`src/include/asbc_params.svh`:
```
// Timing, sizing and address constants for the auxiliary sensor bus unit
`ifndef ASBC_PARAMS_SVH
`define ASBC_PARAMS_SVH
`define ASBC_CLK_NS 8
`define ASBC_AUX_KHZ 400
`define ASBC_QTR_NS (1000000 / (4 * `ASBC_AUX_KHZ))
`define ASBC_QTR_CYC ((`ASBC_QTR_NS + `ASBC_CLK_NS - 1) / `ASBC_CLK_NS)
`define ASBC_BURST_MAX 24
`define ASBC_BURST_SLOTS 3
`define ASBC_SLOT_COUNT 4
`define ASBC_FIFO_DEPTH 16
`define ASBC_PRI_ADDR_HI 6'h34
`endif

```
`src/include/asbc_pkg.sv`:
```
// Types shared by the auxiliary sensor bus unit
package asbc_pkg;
  typedef enum logic [3:0] {
    MS_IDLE   = 4'h0,
    MS_SEL    = 4'h1,
    MS_START  = 4'h2,
    MS_AW     = 4'h3,
    MS_REG    = 4'h4,
    MS_RSTART = 4'h5,
    MS_AR     = 4'h6,
    MS_RD     = 4'h7,
    MS_WD     = 4'h8,
    MS_STOP   = 4'h9
  } asbc_mst_t;
  typedef enum logic [2:0] {
    SL_IDLE = 3'h0,
    SL_ADDR = 3'h1,
    SL_ADEC = 3'h2,
    SL_ACK  = 3'h3,
    SL_WR   = 3'h4,
    SL_WACK = 3'h5,
    SL_RD   = 3'h6,
    SL_RACK = 3'h7
  } asbc_slv_t;
  typedef struct packed {
    logic       en;
    logic       rnw;
    logic [6:0] dev;
    logic [7:0] index;
    logic [4:0] len;
    logic [7:0] wdata;
  } asbc_slot_t;
  typedef struct packed {
    logic [1:0] slot;
    logic [7:0] data;
  } asbc_word_t;
endpackage

```
`src/design/asbc_ctrl.sv`:
```
// Auxiliary sensor bus controller: slave to host, master to sensors
// What this block does
// - Device is only ever a target on the host bus, never initiates.
// - Host-bus target address low bit follows the address select strap.
// - Aux bus has two modes: autonomous master or host pass-through.
// - In master mode device fetches sensor registers for the coprocessor.
// - Burst read returns two bytes per axis for X, Y, Z.
// - Up to three burst slots, at most 24 bytes in total.
// - Fourth slot does only single-byte reads or writes.
// - In pass-through the aux master stays off and drives nothing.
// - In pass-through the aux lines are switched onto the host bus.
// - In pass-through the device still answers host transfers.
// - A missing sensor acknowledge raises an event.
`timescale 1ns/10ps
`include "asbc_params.svh"
module asbc_ctrl import asbc_pkg::*; #(
  parameter int unsigned FIFO_DEPTH  = `ASBC_FIFO_DEPTH,
  parameter logic [5:0]  PRI_ADDR_HI = `ASBC_PRI_ADDR_HI
) (
  input  wire logic             clk_sys,
  input  wire logic             rst,
  input  wire logic             pri_scl_in,
  input  wire logic             pri_sda_in,
  output logic                  pri_sda_out,
  output logic                  pri_sda_oe_n,
  input  wire logic             address_select_pin,
  input  wire logic             aux_bus_clock_in,
  output logic                  aux_bus_clock_out,
  output logic                  aux_bus_clock_oe_n,
  input  wire logic             aux_bus_data_in,
  output logic                  aux_bus_data_out,
  output logic                  aux_bus_data_oe_n,
  input  wire logic             bypass_en,
  input  wire logic             round_start,
  input  wire asbc_slot_t [3:0] slot_cfg,
  output asbc_word_t            stream_data,
  output logic                  stream_valid,
  input  wire logic             stream_ready,
  output logic      [7:0]       slot3_rdata,
  output logic                  aux_nack_event,
  output logic                  round_done,
  output logic                  busy,
  output logic                  bypass_switch_closed
);
  localparam logic [6:0] QTR_LAST  = 7'(`ASBC_QTR_CYC - 1);
  localparam logic [4:0] BURST_MAX = 5'(`ASBC_BURST_MAX);
  localparam logic [2:0] SLOT_END  = 3'(`ASBC_SLOT_COUNT);

  // Pin synchronisers: scl, sda, aux clock, aux data, strap
  logic [4:0] sync1;
  logic [4:0] sync2;
  logic [1:0] pri_prev;
  logic       pin_low;
  wire  [4:0] pin_raw = {address_select_pin, aux_bus_data_in,
                         aux_bus_clock_in, pri_sda_in, pri_scl_in};

  always_ff @(posedge clk_sys or posedge rst)
  begin
    if (rst)
    begin
      sync1    <= 5'h1F;
      sync2    <= 5'h1F;
      pri_prev <= 2'h3;
      pin_low  <= 1'b0;
    end
    else
    begin
      sync1    <= pin_raw;
      sync2    <= sync1;
      pri_prev <= sync2[1:0];
      pin_low  <= 1'b0;
    end
  end

  wire pri_scl_s  = sync2[0];
  wire pri_sda_s  = sync2[1];
  wire aux_scl_s  = sync2[2];
  wire aux_sda_s  = sync2[3];
  wire addr_lsb_s = sync2[4];

  // Open-drain pins only ever pull low
  assign pri_sda_out       = pin_low;
  assign aux_bus_clock_out = pin_low;
  assign aux_bus_data_out  = pin_low;

  // Host-side target
  asbc_slv_t  sl_state;
  logic [7:0] sl_sh;
  logic [2:0] sl_cnt;
  logic       sl_rw;
  wire  [6:0] own_addr = {PRI_ADDR_HI, addr_lsb_s};
  wire sl_rise  = pri_scl_s & ~pri_prev[0];
  wire sl_fall  = ~pri_scl_s & pri_prev[0];
  wire sl_start = pri_scl_s & pri_prev[0] & pri_prev[1] & ~pri_sda_s;
  wire sl_stop  = pri_scl_s & pri_prev[0] & ~pri_prev[1] & pri_sda_s;
  wire sl_match = (sl_sh[7:1] == own_addr);
  wire [7:0] sl_sh_in = {sl_sh[6:0], pri_sda_s};

  // Only ever answers; start and stop are seen even in pass-through
  always_ff @(posedge clk_sys or posedge rst)
  begin
    if (rst)
    begin
      sl_state     <= SL_IDLE;
      sl_sh        <= 8'h00;
      sl_cnt       <= 3'h0;
      sl_rw        <= 1'b0;
      pri_sda_oe_n <= 1'b1;
    end
    else if (sl_start)
    begin
      sl_state     <= SL_ADDR;
      sl_cnt       <= 3'h0;
      pri_sda_oe_n <= 1'b1;
    end
    else if (sl_stop)
    begin
      sl_state     <= SL_IDLE;
      pri_sda_oe_n <= 1'b1;
    end
    else
    begin
      unique case (sl_state)
        SL_IDLE: ;
        SL_ADDR, SL_WR:
          if (sl_rise)
          begin
            sl_sh  <= sl_sh_in;
            sl_cnt <= sl_cnt + 3'h1;
            if (sl_cnt == 3'h7)
              sl_state <= (sl_state == SL_ADDR) ? SL_ADEC : SL_WACK;
          end
        SL_ADEC:
          if (sl_fall)
          begin
            if (sl_match)
            begin
              pri_sda_oe_n <= 1'b0;
              sl_rw        <= sl_sh[0];
              sl_state     <= SL_ACK;
            end
            else
              sl_state <= SL_IDLE;
          end
        SL_WACK:
          if (sl_fall)
          begin
            pri_sda_oe_n <= 1'b0;
            sl_state     <= SL_ACK;
          end
        SL_ACK:
          if (sl_fall)
          begin
            sl_cnt <= 3'h0;
            if (sl_rw)
            begin
              pri_sda_oe_n <= slot3_rdata[7];
              sl_sh        <= {slot3_rdata[6:0], 1'b0};
              sl_state     <= SL_RD;
            end
            else
            begin
              pri_sda_oe_n <= 1'b1;
              sl_state     <= SL_WR;
            end
          end
        SL_RD:
          if (sl_fall)
          begin
            sl_cnt       <= sl_cnt + 3'h1;
            pri_sda_oe_n <= (sl_cnt == 3'h7) ? 1'b1 : sl_sh[7];
            sl_sh        <= {sl_sh[6:0], 1'b0};
            if (sl_cnt == 3'h7)
              sl_state <= SL_RACK;
          end
        SL_RACK:
          if (sl_rise)
            sl_state <= pri_sda_s ? SL_IDLE : SL_ACK;
      endcase
    end
  end

  // Sensor-side master
  asbc_mst_t  ms_state;
  logic [2:0] slot;
  logic [3:0] bc;
  logic [1:0] ph;
  logic [6:0] qcnt;
  logic       tick;
  logic [4:0] tot;
  logic [4:0] cnt;
  logic [4:0] rlen;
  logic [7:0] rx;
  logic       ack_bad;
  logic       push_valid;
  asbc_word_t push_word;
  logic       fifo_in_ready;

  asbc_slot_t cur;
  assign cur = slot_cfg[slot[1:0]];
  wire is_single = (slot[1:0] == 2'h3);
  wire [4:0] room = BURST_MAX - tot;
  wire [4:0] want = is_single ? 5'h01 :
                    ((cur.len < room) ? cur.len : room);
  wire rd_op     = ~is_single | cur.rnw;
  wire is_rd     = (ms_state == MS_RD);
  wire is_frame  = (ms_state == MS_START) | (ms_state == MS_RSTART);
  wire byte_st   = (ms_state == MS_AW) | (ms_state == MS_REG) |
                   (ms_state == MS_AR) | is_rd | (ms_state == MS_WD);
  wire last_byte = ((cnt + 5'h01) == rlen);
  wire [7:0] tx_byte = (ms_state == MS_AW)  ? {cur.dev, 1'b0} :
                       (ms_state == MS_AR)  ? {cur.dev, 1'b1} :
                       (ms_state == MS_REG) ? cur.index : cur.wdata;
  // Last read byte is not acknowledged
  wire sda_bit = (bc == 4'h8) ? (is_rd ? last_byte : 1'b1) :
                 (is_rd ? 1'b1 : tx_byte[~bc[2:0]]);
  // A sensor may hold the clock low; wait before sampling
  wire clk_held  = (ph == 2'h2) & aux_bus_clock_oe_n & ~aux_scl_s;
  wire eng_go    = tick & ~push_valid & ~clk_held;
  wire byte_done = eng_go & (ph == 2'h3) & (bc == 4'h8) & byte_st;

  always_ff @(posedge clk_sys or posedge rst)
  begin
    if (rst)
    begin
      qcnt <= 7'h00;
      tick <= 1'b0;
    end
    else
    begin
      tick <= (qcnt == QTR_LAST);
      qcnt <= (qcnt == QTR_LAST) ? 7'h00 : qcnt + 7'h01;
    end
  end

  always_ff @(posedge clk_sys or posedge rst)
  begin
    if (rst)
    begin
      ms_state             <= MS_IDLE;
      slot                 <= 3'h0;
      bc                   <= 4'h0;
      ph                   <= 2'h0;
      tot                  <= 5'h00;
      cnt                  <= 5'h00;
      rlen                 <= 5'h00;
      rx                   <= 8'h00;
      ack_bad              <= 1'b0;
      push_valid           <= 1'b0;
      push_word            <= '0;
      slot3_rdata          <= 8'h00;
      aux_nack_event       <= 1'b0;
      round_done           <= 1'b0;
      busy                 <= 1'b0;
      bypass_switch_closed <= 1'b0;
      aux_bus_clock_oe_n   <= 1'b1;
      aux_bus_data_oe_n    <= 1'b1;
    end
    else
    begin
      aux_nack_event       <= 1'b0;
      round_done           <= 1'b0;
      bypass_switch_closed <= bypass_en;
      if (push_valid & fifo_in_ready)
        push_valid <= 1'b0;
      if (bypass_en)
      begin
        // Abort at once and release both aux lines
        ms_state           <= MS_IDLE;
        busy               <= 1'b0;
        ph                 <= 2'h0;
        bc                 <= 4'h0;
        aux_bus_clock_oe_n <= 1'b1;
        aux_bus_data_oe_n  <= 1'b1;
      end
      else if (ms_state == MS_IDLE)
      begin
        if (round_start)
        begin
          slot     <= 3'h0;
          tot      <= 5'h00;
          busy     <= 1'b1;
          ms_state <= MS_SEL;
        end
      end
      else if (ms_state == MS_SEL)
      begin
        if (slot == SLOT_END)
        begin
          busy       <= 1'b0;
          round_done <= 1'b1;
          ms_state   <= MS_IDLE;
        end
        else if (cur.en & (want != 5'h00))
        begin
          rlen     <= want;
          cnt      <= 5'h00;
          ms_state <= MS_START;
        end
        else
          slot <= slot + 3'h1;
      end
      else if (eng_go)
      begin
        ph <= ph + 2'h1;
        unique case (ph)
          2'h0:
            aux_bus_data_oe_n <= is_frame ? 1'b1 :
                                 (ms_state == MS_STOP) ? 1'b0 : sda_bit;
          2'h1:
            aux_bus_clock_oe_n <= 1'b1;
          2'h2:
          begin
            if (is_frame)
              aux_bus_data_oe_n <= 1'b0;
            else if (ms_state == MS_STOP)
              aux_bus_data_oe_n <= 1'b1;
            else if (is_rd & (bc != 4'h8))
              rx <= {rx[6:0], aux_sda_s};
            else if (bc == 4'h8)
              ack_bad <= aux_sda_s;
          end
          2'h3:
          begin
            if (ms_state == MS_STOP)
            begin
              slot     <= slot + 3'h1;
              ms_state <= MS_SEL;
            end
            else
              aux_bus_clock_oe_n <= 1'b0;
            if (ms_state == MS_START)
              ms_state <= MS_AW;
            if (ms_state == MS_RSTART)
              ms_state <= MS_AR;
            if (byte_st)
              bc <= (bc == 4'h8) ? 4'h0 : bc + 4'h1;
            if (byte_done & ~is_rd & ack_bad)
            begin
              aux_nack_event <= 1'b1;
              ms_state       <= MS_STOP;
            end
            else if (byte_done)
            begin
              unique case (ms_state)
                MS_AW:  ms_state <= MS_REG;
                MS_REG: ms_state <= rd_op ? MS_RSTART : MS_WD;
                MS_AR:  ms_state <= MS_RD;
                MS_WD:  ms_state <= MS_STOP;
                default:
                begin
                  cnt <= cnt + 5'h01;
                  if (is_single)
                    slot3_rdata <= rx;
                  else
                  begin
                    push_valid <= 1'b1;
                    push_word  <= '{slot: slot[1:0], data: rx};
                    tot        <= tot + 5'h01;
                  end
                  if (last_byte)
                    ms_state <= MS_STOP;
                end
              endcase
            end
          end
        endcase
      end
    end
  end

  asbc_fifo #(
    .WIDTH ($bits(asbc_word_t)),
    .DEPTH (FIFO_DEPTH)
  ) u_fifo (
    .clk_sys   (clk_sys),
    .rst       (rst),
    .in_valid  (push_valid),
    .in_ready  (fifo_in_ready),
    .in_data   (push_word),
    .out_valid (stream_valid),
    .out_ready (stream_ready),
    .out_data  (stream_data)
  );
endmodule

```
`src/design/asbc_fifo.sv`:
```
// Sensor data FIFO with registered read port
`timescale 1ns/10ps
module asbc_fifo #(
  parameter int unsigned WIDTH = 10,
  parameter int unsigned DEPTH = 16
) (
  input  wire logic             clk_sys,
  input  wire logic             rst,
  input  wire logic             in_valid,
  output logic                  in_ready,
  input  wire logic [WIDTH-1:0] in_data,
  output logic                  out_valid,
  input  wire logic             out_ready,
  output logic      [WIDTH-1:0] out_data
);
  // DEPTH must be a power of two; pointers wrap naturally
  localparam int unsigned AW = $clog2(DEPTH);
  localparam logic [AW:0] FULL = (AW+1)'(DEPTH);

  logic [WIDTH-1:0] mem [DEPTH];
  logic [AW-1:0]    wr_ptr;
  logic [AW-1:0]    rd_ptr;
  logic [AW:0]      fill;

  wire push = in_valid & in_ready;
  wire pop  = (fill != '0) & (~out_valid | out_ready);

  assign in_ready = (fill != FULL);

  always_ff @(posedge clk_sys)
  begin
    if (push)
      mem[wr_ptr] <= in_data;
  end

  always_ff @(posedge clk_sys or posedge rst)
  begin
    if (rst)
    begin
      wr_ptr    <= '0;
      rd_ptr    <= '0;
      fill      <= '0;
      out_valid <= 1'b0;
      out_data  <= '0;
    end
    else
    begin
      if (push)
        wr_ptr <= wr_ptr + 1'b1;
      if (pop)
        rd_ptr <= rd_ptr + 1'b1;
      fill <= fill + {{AW{1'b0}}, push} - {{AW{1'b0}}, pop};
      if (pop)
      begin
        out_data  <= mem[rd_ptr];
        out_valid <= 1'b1;
      end
      else if (out_ready)
        out_valid <= 1'b0;
    end
  end
endmodule

```
`config.mk`:
```
export PLATFORM = sky130hd
export DESIGN_NAME = asbc_ctrl
export DESIGN_NICKNAME = d
export VERILOG_FILES = /design/src/include/asbc_pkg.sv /design/src/design/asbc_ctrl.sv /design/src/design/asbc_fifo.sv
export VERILOG_INCLUDE_DIRS = /design/src /design/src/include
export SDC_FILE = /design/constraint.sdc
export NUM_CORES = 1
export LEC_CHECK = 0
export BUFFER_PORTS_ARGS = -buffer_cell sky130_fd_sc_hd__buf_2
export CORE_MARGIN = 2
export CORE_UTILIZATION = 45
export CTS_CLUSTER_SIZE = 28
export DETAILED_ROUTE_END_ITERATION = 8
export PLACE_DENSITY_LB_ADDON = 0.08
export SLEW_MARGIN = 20
export SYNTH_ARGS = -nofsm -noshare
export SYNTH_HDL_FRONTEND = slang
export SYNTH_SLANG_ARGS = --single-unit
```
`constraint.sdc`:
```
create_clock -name clk_sys -period 6.91 [get_ports clk_sys]
set_clock_uncertainty 0.1 [all_clocks]
set_input_delay 0.3455 -clock clk_sys [delete_from_list [all_inputs] [get_ports clk_sys]]
set_output_delay 0.3455 -clock clk_sys [all_outputs]
set_load 0.03 [all_outputs]
```
==> flow_summary.json, run 1 <==
{
  "maxCapViolations": 0,
  "grt_usage": 0.193,
  "startpoint": "tot[0]$_DFFE_PP0P_",
  "globalplace.congestion": 0.825,
  "tightest_slew_ns": 0.979,
  "first_pass_iters": 5,
  "total_power_mw": 4.66,
  "hp-start": "bypass_en",
  "clkTransAtPathRegs_ns": 0.06,
  "finalWirelength_mm": 29.1,
  "end_kind": "flop",
  "status": "finished, final reports clean",
  "hold_viol_final": 0,
  "finalSetupTns_ns": 0,
  "rr_worst_depth": 12,
  "core_mm2": 0.0296,
  "fp.dieW_um": 177,
  "crit_arrival_ns": 3.63,
  "irDropWorstVdd_mv": 0.179,
  "num_rows": 63,
  "synth_top_area_frac": 0.356,
  "syn-instance-count": 925,
  "yosys.area_share.simple": 0.0866,
  "crit_fanout": 10,
  "avgSynthCellArea_um2": 14.6,
  "ctsResizeCount": 0,
  "synthXorXnorAreaFrac": 0.0210,
  "slowest_stage": "dfrtp_1",
  "ys_ff_latch": 282,
  "hold_slack_ns": 0.0480,
  "synth-main-ff-cell": "edfxtp_1",
  "viasPerCell": 5.56,
  "final_nets": 1244,
  "postCtsHoldBufs": 8,
  "synth_compound_area_frac": 0.0651,
  "gr-total-overflow": 0,
  "r2r-end": "rlen[3]$_DFFE_PP0P_",
  "synth_top_family_by_area": "multiplexers",
  "yosysMostFrequentCell": "edfxtp_1",
  "grt_pass1_vias": 8642,
  "cts_tree": "built",
  "p_leak_nw": 5.65,
  "max_freq_mhz": 303,
  "io_pins": 159,
  "hold_path.class": "input port to flop",
  "crit_type": "flop to flop",
  "drive_above_1_share": 0.332,
  "period_needed_ns": 3.30,
  "start_util": 0.456,
  "holdPathEnd": "bypass_switch_closed$_DFF_PP0_",
  "dp_hpwl_mm": 20.8,
  "period_share": 0.477,
  "num_vias": 8321,
  "clk_path_buf_depth": 3,
  "cts_root_buffer": "clkbuf_16",
  "port_buffers": 155,
  "rsz0062_at_grt": "no",
  "ant_nets": 0,
  "synth_largest_area_cell": "edfxtp_1",
  "yosysSeqAreaShare": 0.584,
  "drt_iter0_drc": 658,
  "reg2reg_from": "tot[0]$_DFFE_PP0P_",
  "yosys_warnings": 0,
  "cts.sinks": 282,
  "grt_pass1_wl_mm": 47.4,
  "numCtsBuffers": 30,
  "grt_max_degree": 68,
  "synth_mux_area_frac": 0.187,
  "ctsHtreeMaxLevel": 1,
  "finalSetupViolations": 0,
  "netlist_top_cells_area": "edfxtp_1, dfrtp_1, mux4_2",
  "slew_headroom": 0.345,
  "clk-insertion-delay-late_ns": 0.56,
  "slowest_delay_ns": 0.46,
  "cp_cell_sequence": "inv_1 > ha_1 > nand2b_1 > and3_1 > nor2_1 > inv_1 > ha_1 > and4_1 > a221o_1 > mux2i_4 > nor2_2 > mux2_1",
  "multi_input_area_mm2": 0.00528,
  "synth-edff-count": 160,
  "area_growth_pct": 16.2,
  "drc": 0,
  "required_ns": 7.24,
  "r2r_slack_ns": 3.61,
  "antenna_cells": 0,
  "whs_path_depth": 1,
  "ys_top_cells_by_count": "edfxtp_1, dfrtp_1, mux4_2, nor2_1",
  "synth-async-reset-ratio": 0.433,
  "pwr_density_cell_mw_per_mm2": 297,
  "antenna_found_initial": 0,
  "start_kind": "flop",
  "postCtsSetupRepairBufs": 0,
  "slew_viol_final": 0,
  "die_h_um": 177,
  "seq_area_mm2": 0.00788,
  "fillers": 2474,
  "post_drt_wl_per_cell_um": 19.4,
  "netlist_area_mm2": 0.0135,
  "synth_fa_ha_area_frac": 0.0293,
  "yosysUniqueCellTypes": 79,
  "die-area_mm2": 0.0314
}
[power breakdown]
group,internal [mW],switching (mW)
Clock,0.887,0.632
Combinational,0.553,0.575
Sequential,1.86,0.147
Total,3.30,1.35
[area by class of cell]
class	count	area share
Sequential cell	282	0.503
Multi-Input combinational cell	558	0.337
Timing Repair Buffer	172	0.0589
Clock buffer	47	0.0545
Tap cell	390	0.0311
Inverter	39	0.00966
Clock inverter	9	0.00615
[flip-flops by register name, summed over array words and instances, names as in the netlist, 5 cells and up]
name,cells
qcnt,7
sl_sh,8
sync1,5
u_fifo.out_data,10
u_fifo.mem,160
slot3_rdata,8
tot,5
rlen,5
cnt,5
rx,8
u_fifo.fill,5
sync2,5
push_word,10
[routing by layer]
metal,vias to the layer above,share of wire,global-route usage
li1,3891,-,-
met1,4139,0.43,0.259
met2,254,0.51,0.336
met3,37,0.048,0.0271
met4,0,0.016,0.0386
met5,-,0,0
[metrics by stage]
step / instances / instance area [um^2] / utilization / worst slack [ns]
final: 1497 / 15700 / 0.530 / 3.61
after global routing: 1497 / 15700 / 0.530 / 3.32
after CTS: 1497 / 15700 / 0.530 / 3.59
after floorplan: 927 / 13500 / - / 3.25
after global placement: 1433 / 14600 / 0.495 / 3.65
after detailed placement: 1433 / 14600 / 0.495 / 3.61
[worst max-delay path by stage]
| stage | end | slack, ns |
|---|---|---|
| 2_1_floorplan | ack_bad$_DFFE_PP0P_ | 3.25 |
| 3_3_place_gp | slot[0]$_DFFE_PP0P_ | 3.65 |
| 3_5_place_dp | slot[0]$_DFFE_PP0P_ | 3.61 |
| 4_1_cts | slot[0]$_DFFE_PP0P_ | 3.59 |
| 5_1_grt | push_word[5]$_DFFE_PP0P_ | 3.32 |
| 6_report | rlen[3]$_DFFE_PP0P_ | 3.61 |
[worst max-delay path: cells and delay by family, from the launching register on]
kind | cells | cell delay, ns
simple gates | 5 | 0.87
buf+inv | 2 | 0.18
compound gates | 1 | 0.43
fa+ha+maj | 2 | 0.51
mux | 2 | 0.61
flops | 1 | 0.46
[layout by cell type, fill, tap and decap left out, types with 5 or more instances in the layout]
cell type        n
edfxtp_1       160
buf_2          155
dfrtp_1        105
mux4_2          80
nor2_1          48
mux2_2          42
nand2_1         42
o21ai_0         39
inv_1           37
ha_1            30
clkbuf_16       30
a21oi_1         27
xnor2_1         20
nor3_1          17
mux2i_1         16
dfstp_2         15
nand3_1         13
nand4_1         13
clkbuf_1        13
and2_1          10
buf_4            9
dlygate4sd3_1    8
and3_1           7
nor4_1           7
xor2_1           7
nor2b_1          6
or2_2            6
and3b_1          6
nor3b_1          6
nand2b_1         5
nand4b_1         5
o41ai_1          5
a31oi_1          5
mux2_1           5
clkinv_2         5
[kinds of logic after synthesis]
group / after synthesis
other: 1
xor gates and xnor gates: 29
adders and majority gates: 31
AOI/OAI and AO/OA: 134
muxes: 145
buffers and inverters: 87
DFF: 282
and+or+nand+nor: 216
Note: power is estimated with default switching activity, not from simulation.
==> inputs of run 2 (changes only) <==
==> constraint.sdc (replaced) <==
create_clock -name clk_sys -period 2.7 [get_ports clk_sys]
set_clock_uncertainty 0.1 [all_clocks]
set_input_delay 0.135 -clock clk_sys [delete_from_list [all_inputs] [get_ports clk_sys]]
set_output_delay 0.135 -clock clk_sys [all_outputs]
set_load 0.03 [all_outputs]
==> flow_summary.json, run 2 (synthesis gave the netlist of run 1 again) <==
{
  "status": "finished, violations left",
  "violations": "negative setup slack",
  "final_util": 0.560,
  "grt_usage": 0.195,
  "irDropWorstVdd_mv": 0.505,
  "slowest_delay_ns": 0.56,
  "first_pass_iters": 5,
  "crit_top_cell": "a21o_1",
  "area_growth_pct": 22.8,
  "period_share": 1.06,
  "pwr_density_cell_mw_per_mm2": 774,
  "pwr-share-clk": 0.340,
  "grt_pass1_wl_mm": 48.2,
  "crit_type": "flop to flop",
  "finalSetupViolations": 15,
  "numCtsBuffers": 31,
  "sw_frac_of_total": 0.286,
  "p_switching_mw": 3.66,
  "slew_viol_final": 0,
  "cts.sinks": 282,
  "start_util": 0.456,
  "tightest_slew_ns": 0.754,
  "crit_arrival_ns": 3.19,
  "dp_hpwl_mm": 21.6,
  "hold_path.class": "input port to async pin",
  "crit_fanout": 5,
  "globalplace.congestion": 0.817,
  "max_freq_mhz": 350,
  "hold_viol_final": 0,
  "slowest_stage": "mux4_2",
  "drt_iter0_drc": 441,
  "io_pins": 159,
  "mostFrequentLayoutCell": "edfxtp_1",
  "ant_nets": 0,
  "pwr-share-comb": 0.262,
  "cts_tree": "built",
  "fp.dieW_um": 177,
  "clk_path_buf_depth": 3,
  "num_vias": 8547,
  "finalWirelength_mm": 29.8,
  "die-area_mm2": 0.0314,
  "drc": 0,
  "layout_common_cells": "edfxtp_1, buf_2, dfrtp_1, mux4_2, buf_4",
  "rr_worst_depth": 8,
  "drive_above_1_share": 0.398,
  "required_ns": 3.03,
  "clk-insertion-delay-late_ns": 0.56,
  "post_drt_wl_per_cell_um": 18.9,
  "period_needed_ns": 2.86,
  "antenna_found_initial": 1,
  "dpl_cell_area_mm2": 0.0152,
  "grt_pass1_vias": 8823,
  "cp_cell_sequence": "mux4_2 > ha_4 > a21o_1 > a21o_1 > a221o_1 > mux2i_4 > nor2_4 > mux2_4",
  "final_nets": 1318,
  "maxCapViolations": 0,
  "dp_slack_ns": -0.255,
  "hold_slack_ns": 0.0172,
  "power_frac_seq": 0.398,
  "final_area_mm2": 0.0166,
  "finalSetupTns_ns": -1.44,
  "num_rows": 63,
  "clkTransAtPathRegs_ns": 0.07,
  "p_int_mw": 9.16,
  "grt_max_degree": 56,
  "top_regs": "u_fifo.mem x160, push_word x10, u_fifo.out_data x10",
  "die_h_um": 177,
  "gr-total-overflow": 0,
  "regMostFlops": "u_fifo.mem",
  "largest_reg_flops": 160,
  "start_kind": "flop",
  "r2r_slack_ns": -0.16,
  "reg2reg_from": "slot[0]$_DFFE_PP0P_",
  "ctsHtreeMaxLevel": 1,
  "port_buffers": 155,
  "final.setup.worst_slack_ns": -0.159,
  "viasPerCell": 5.43,
  "core_mm2": 0.0296,
  "cts_root_buffer": "clkbuf_16",
  "slew_headroom": 0.496,
  "end_kind": "flop",
  "p_leak_nw": 6.13,
  "r2r-end": "rlen[0]$_DFFE_PP0P_",
  "rsz0062_at_grt": "yes"
}
run 2: changes by cell type in the layout (fill, tap and decap cells not counted), moves of 3 or more:
| cell | delta |
|---|---|
| inv_2 | +3 |
| ha_4 | +4 |
| ha_1 | -4 |
| clkbuf_1 | -4 |
| inv_1 | -3 |
| bufinv_16 | +3 |
| buf_12 | +4 |
| buf_4 | +66 |
run 2: worst max-delay path: cells and delay by family, from the launching register on:
| family | cells | cell delay [ns] |
|---|---|---|
| compound gates | 3 | 0.68 |
| flops | 1 | 0.42 |
| simple gates | 1 | 0.17 |
| fa+ha+maj | 1 | 0.24 |
| mux | 3 | 1.12 |
run 2: power by group through the flow:
stage | Sequential [mW] | Clock [mW] | Combinational, mW
3_5_place_dp | 5.18 | 0 | 3.25
2_1_floorplan | 5.03 | 0 | 2.47
4_1_cts | 5.09 | 4.47 | 3.36
6_report | 5.10 | 4.37 | 3.35
3_3_place_gp | 5.18 | 0 | 3.22
5_1_grt | 5.14 | 4.64 | 3.70
run 2: repair_timing:
action | in CTS | in global routing
hold buffers | 9 | 0
endpoints found under the hold margin | 131 | 0
cloned | 0 | 0
resized for setup | 11 | 14
setup endpoints to repair | 15 | 21
buffers inserted | 5 | 1
pin swaps | 9 | 7
run 2: layout make-up:
| type | instances | area, um^2 |
|---|---|---|
| Sequential cell | 282 | 7880 |
| Timing Repair Buffer | 245 | 1530 |
| Clock buffer | 46 | 892 |
| Multi-Input combinational cell | 558 | 5440 |
| Fill cell | 2464 | 13000 |
| Antenna cell | 1 | 2.50 |
| Clock inverter | 12 | 184 |
| Inverter | 39 | 150 |
| Tap cell | 390 | 488 |
run 2: worst max-delay path by stage:
stage                   startpoint             endpoint
2_1_floorplan  slot[0]$_DFFE_PP0P_  slot[0]$_DFFE_PP0P_
3_5_place_dp   slot[0]$_DFFE_PP0P_  slot[0]$_DFFE_PP0P_
5_1_grt        slot[0]$_DFFE_PP0P_  slot[0]$_DFFE_PP0P_
6_report       slot[0]$_DFFE_PP0P_  rlen[0]$_DFFE_PP0P_
4_1_cts        slot[0]$_DFFE_PP0P_  slot[0]$_DFFE_PP0P_
3_3_place_gp   slot[0]$_DFFE_PP0P_  slot[0]$_DFFE_PP0P_
run 2: through the flow:
stage	instances	power (mW)
after floorplan	927	7.50
after global placement	1500	8.40
after detailed placement	1500	8.42
after CTS	1572	12.9
after global routing	1573	13.5
final	1573	12.8
run 2: routing by layer:
layer / vias to the layer above / global-route usage / share of wire
li1: 4040 / - / -
met1: 4251 / 0.268 / 0.44
met2: 223 / 0.334 / 0.50
met3: 33 / 0.0249 / 0.040
met4: 0 / 0.0410 / 0.015
met5: - / 0 / 0
==> inputs of run 3 (changes only) <==
--- a/config.mk
+++ b/config.mk
@@ -12,6 +12,7 @@
 export CTS_CLUSTER_SIZE = 28
 export DETAILED_ROUTE_END_ITERATION = 8
 export PLACE_DENSITY_LB_ADDON = 0.08
+export SETUP_SLACK_MARGIN = 0.4
 export SLEW_MARGIN = 20
 export SYNTH_ARGS = -nofsm -noshare
 export SYNTH_HDL_FRONTEND = slang
==> flow_summary.json, run 3 (synthesis gave the netlist of run 1 again) <==
{
  "largest_reg_flops": 160,
  "seq_area_mm2": 0.00788,
  "total_power_mw": 13.4,
  "maxCapViolations": 0,
  "crit_arrival_ns": 3.26,
  "finalSetupTns_ns": -2.39,
  "globalplace.congestion": 0.808,
  "drc": 0,
  "top_regs": "u_fifo.mem x160, push_word x10, u_fifo.out_data x10",
  "required_ns": 3.04,
  "first_pass_iters": 5,
  "post_drt_wl_per_cell_um": 19.4,
  "dpl_cell_area_mm2": 0.0154,
  "viasPerCell": 5.46,
  "status": "finished, violations left",
  "pwr-share-clk": 0.325,
  "antenna_found_initial": 0,
  "power_frac_seq": 0.382,
  "gr-total-overflow": 0,
  "drt_iter0_drc": 507,
  "final.setup.worst_slack_ns": -0.217,
  "rsz0062_at_grt": "yes",
  "port_buffers": 155,
  "grt_max_degree": 44,
  "hold_viol_final": 0,
  "violations": "negative setup slack",
  "io_pins": 159,
  "slew_headroom": 0.532,
  "grt_pass1_wl_mm": 48.6,
  "cts.sinks": 282,
  "ctsHtreeMaxLevel": 1,
  "period_share": 1.08,
  "tightest_slew_ns": 0.701,
  "slew_viol_final": 0,
  "die-area_mm2": 0.0314,
  "cts_tree": "built",
  "cp_cell_sequence": "mux4_2 > ha_4 > a21o_1 > a21o_1 > a221o_1 > mux2i_4 > o21ai_2 > mux2_4",
  "fp.dieW_um": 177,
  "drive_above_1_share": 0.441,
  "crit_top_cell": "a21o_1",
  "clkTransAtPathRegs_ns": 0.06,
  "grt_pass1_vias": 8870,
  "die_h_um": 177,
  "end_kind": "flop",
  "multi_input_area_mm2": 0.00561,
  "pwr_density_cell_mw_per_mm2": 784,
  "fin_cells": 1600,
  "area_growth_pct": 26.8,
  "cts_root_buffer": "clkbuf_16",
  "p_int_mw": 9.54,
  "p_leak_nw": 6.35,
  "period_needed_ns": 2.92,
  "num_rows": 63,
  "layout_common_cells": "edfxtp_1, buf_2, dfrtp_1, buf_4, mux4_2",
  "irDropWorstVdd_mv": 0.559,
  "max_freq_mhz": 343,
  "pwr-share-comb": 0.293,
  "crit_type": "flop to flop",
  "fillers": 2375,
  "mostFrequentLayoutCell": "edfxtp_1",
  "regMostFlops": "u_fifo.mem",
  "hold_path.class": "input port to async pin",
  "final_nets": 1347,
  "start_util": 0.456,
  "core_mm2": 0.0296,
  "antenna_cells": 0,
  "start_kind": "flop",
  "clk-insertion-delay-late_ns": 0.56,
  "slowest_delay_ns": 0.57,
  "ant_nets": 0,
  "finalSetupViolations": 15,
  "dp.cells": 1504,
  "finalWirelength_mm": 31.0,
  "p_switching_mw": 3.86,
  "slowest_stage": "mux4_2",
  "sw_frac_of_total": 0.288,
  "dp_hpwl_mm": 22.2,
  "num_vias": 8731,
  "final_area_mm2": 0.0171,
  "grt_usage": 0.198,
  "clk_path_buf_depth": 3,
  "crit_fanout": 6,
  "numCtsBuffers": 31
}
## run 3: per-stage QoR
step	hold slack (ns)	util	setup slack [ns]
2_1_floorplan	0.0395	-	-0.242
3_3_place_gp	0.103	0.520	-0.240
3_5_place_dp	0.108	0.520	-0.251
4_1_cts	0.0485	0.568	-0.228
5_1_grt	0.0985	0.578	-0.332
6_report	0.0611	0.578	-0.217
## run 3: per-layer routing
metal,vias to the layer above,routed length (um),part of all wire,global-route usage
met5,-,0,0,0
met4,0,723,0.023,0.0486
met3,45,1230,0.040,0.0288
met2,232,15600,0.50,0.345
met1,4352,13400,0.43,0.261
li1,4102,-,-,-
## run 3: path summary, 6_finish.rpt
check | cells past startpoint | slack, ns | endpoint | startpoint
max in group asynchronous | 5 | 1.62 | sync1[2]$_DFF_PP1_ | rst
hold / removal | 3 | 0.06 | sl_cnt[0]$_DFFE_PP0P_ | rst
hold reg to reg | 0 | 0.25 | sync2[0]$_DFF_PP1_ | sync1[0]$_DFF_PP1_
setup reg to reg | 8 | -0.22 | slot[0]$_DFFE_PP0P_ | slot[0]$_DFFE_PP0P_
setup / recovery | 8 | -0.22 | slot[0]$_DFFE_PP0P_ | slot[0]$_DFFE_PP0P_
min in group clk_sys | 2 | 0.12 | sync1[0]$_DFF_PP1_ | pri_scl_in
## run 3: worst max-delay path: cells and delay by family (launching register included)
family / cells / cell delay [ns]
AO/OA/AOI/OAI: 4 / 0.88
adder cells (fa/ha/maj): 1 / 0.24
flip-flops: 1 / 0.46
multiplexers: 3 / 1.12
## run 3: final cells by class
class                           count  share of cell area
Inverter                           39             0.00893
Clock buffer                       42              0.0507
Sequential cell                   282               0.461
Timing Repair Buffer              274               0.111
Multi-Input combinational cell    558               0.328
Clock inverter                     15              0.0117
Tap cell                          390              0.0285
## run 3: power by group through the flow
stage / registers, mW / logic, mW / clock network, mW
global route: 5.15 / 4.27 / 4.65
detailed placement: 5.20 / 3.31 / 0
floorplan: 5.03 / 2.54 / 0
CTS: 5.12 / 3.67 / 4.47
global placement: 5.19 / 3.29 / 0
finish: 5.11 / 3.93 / 4.36
## run 3: what timing repair did
item | in CTS | in global routing
hold endpoints to repair | 96 | 0
setup buffers | 12 | 15
endpoints found under the setup margin | 90 | 113
resized for setup | 26 | 30
cloned | 2 | 1
hold buffers | 9 | 0
pin swaps | 9 | 7
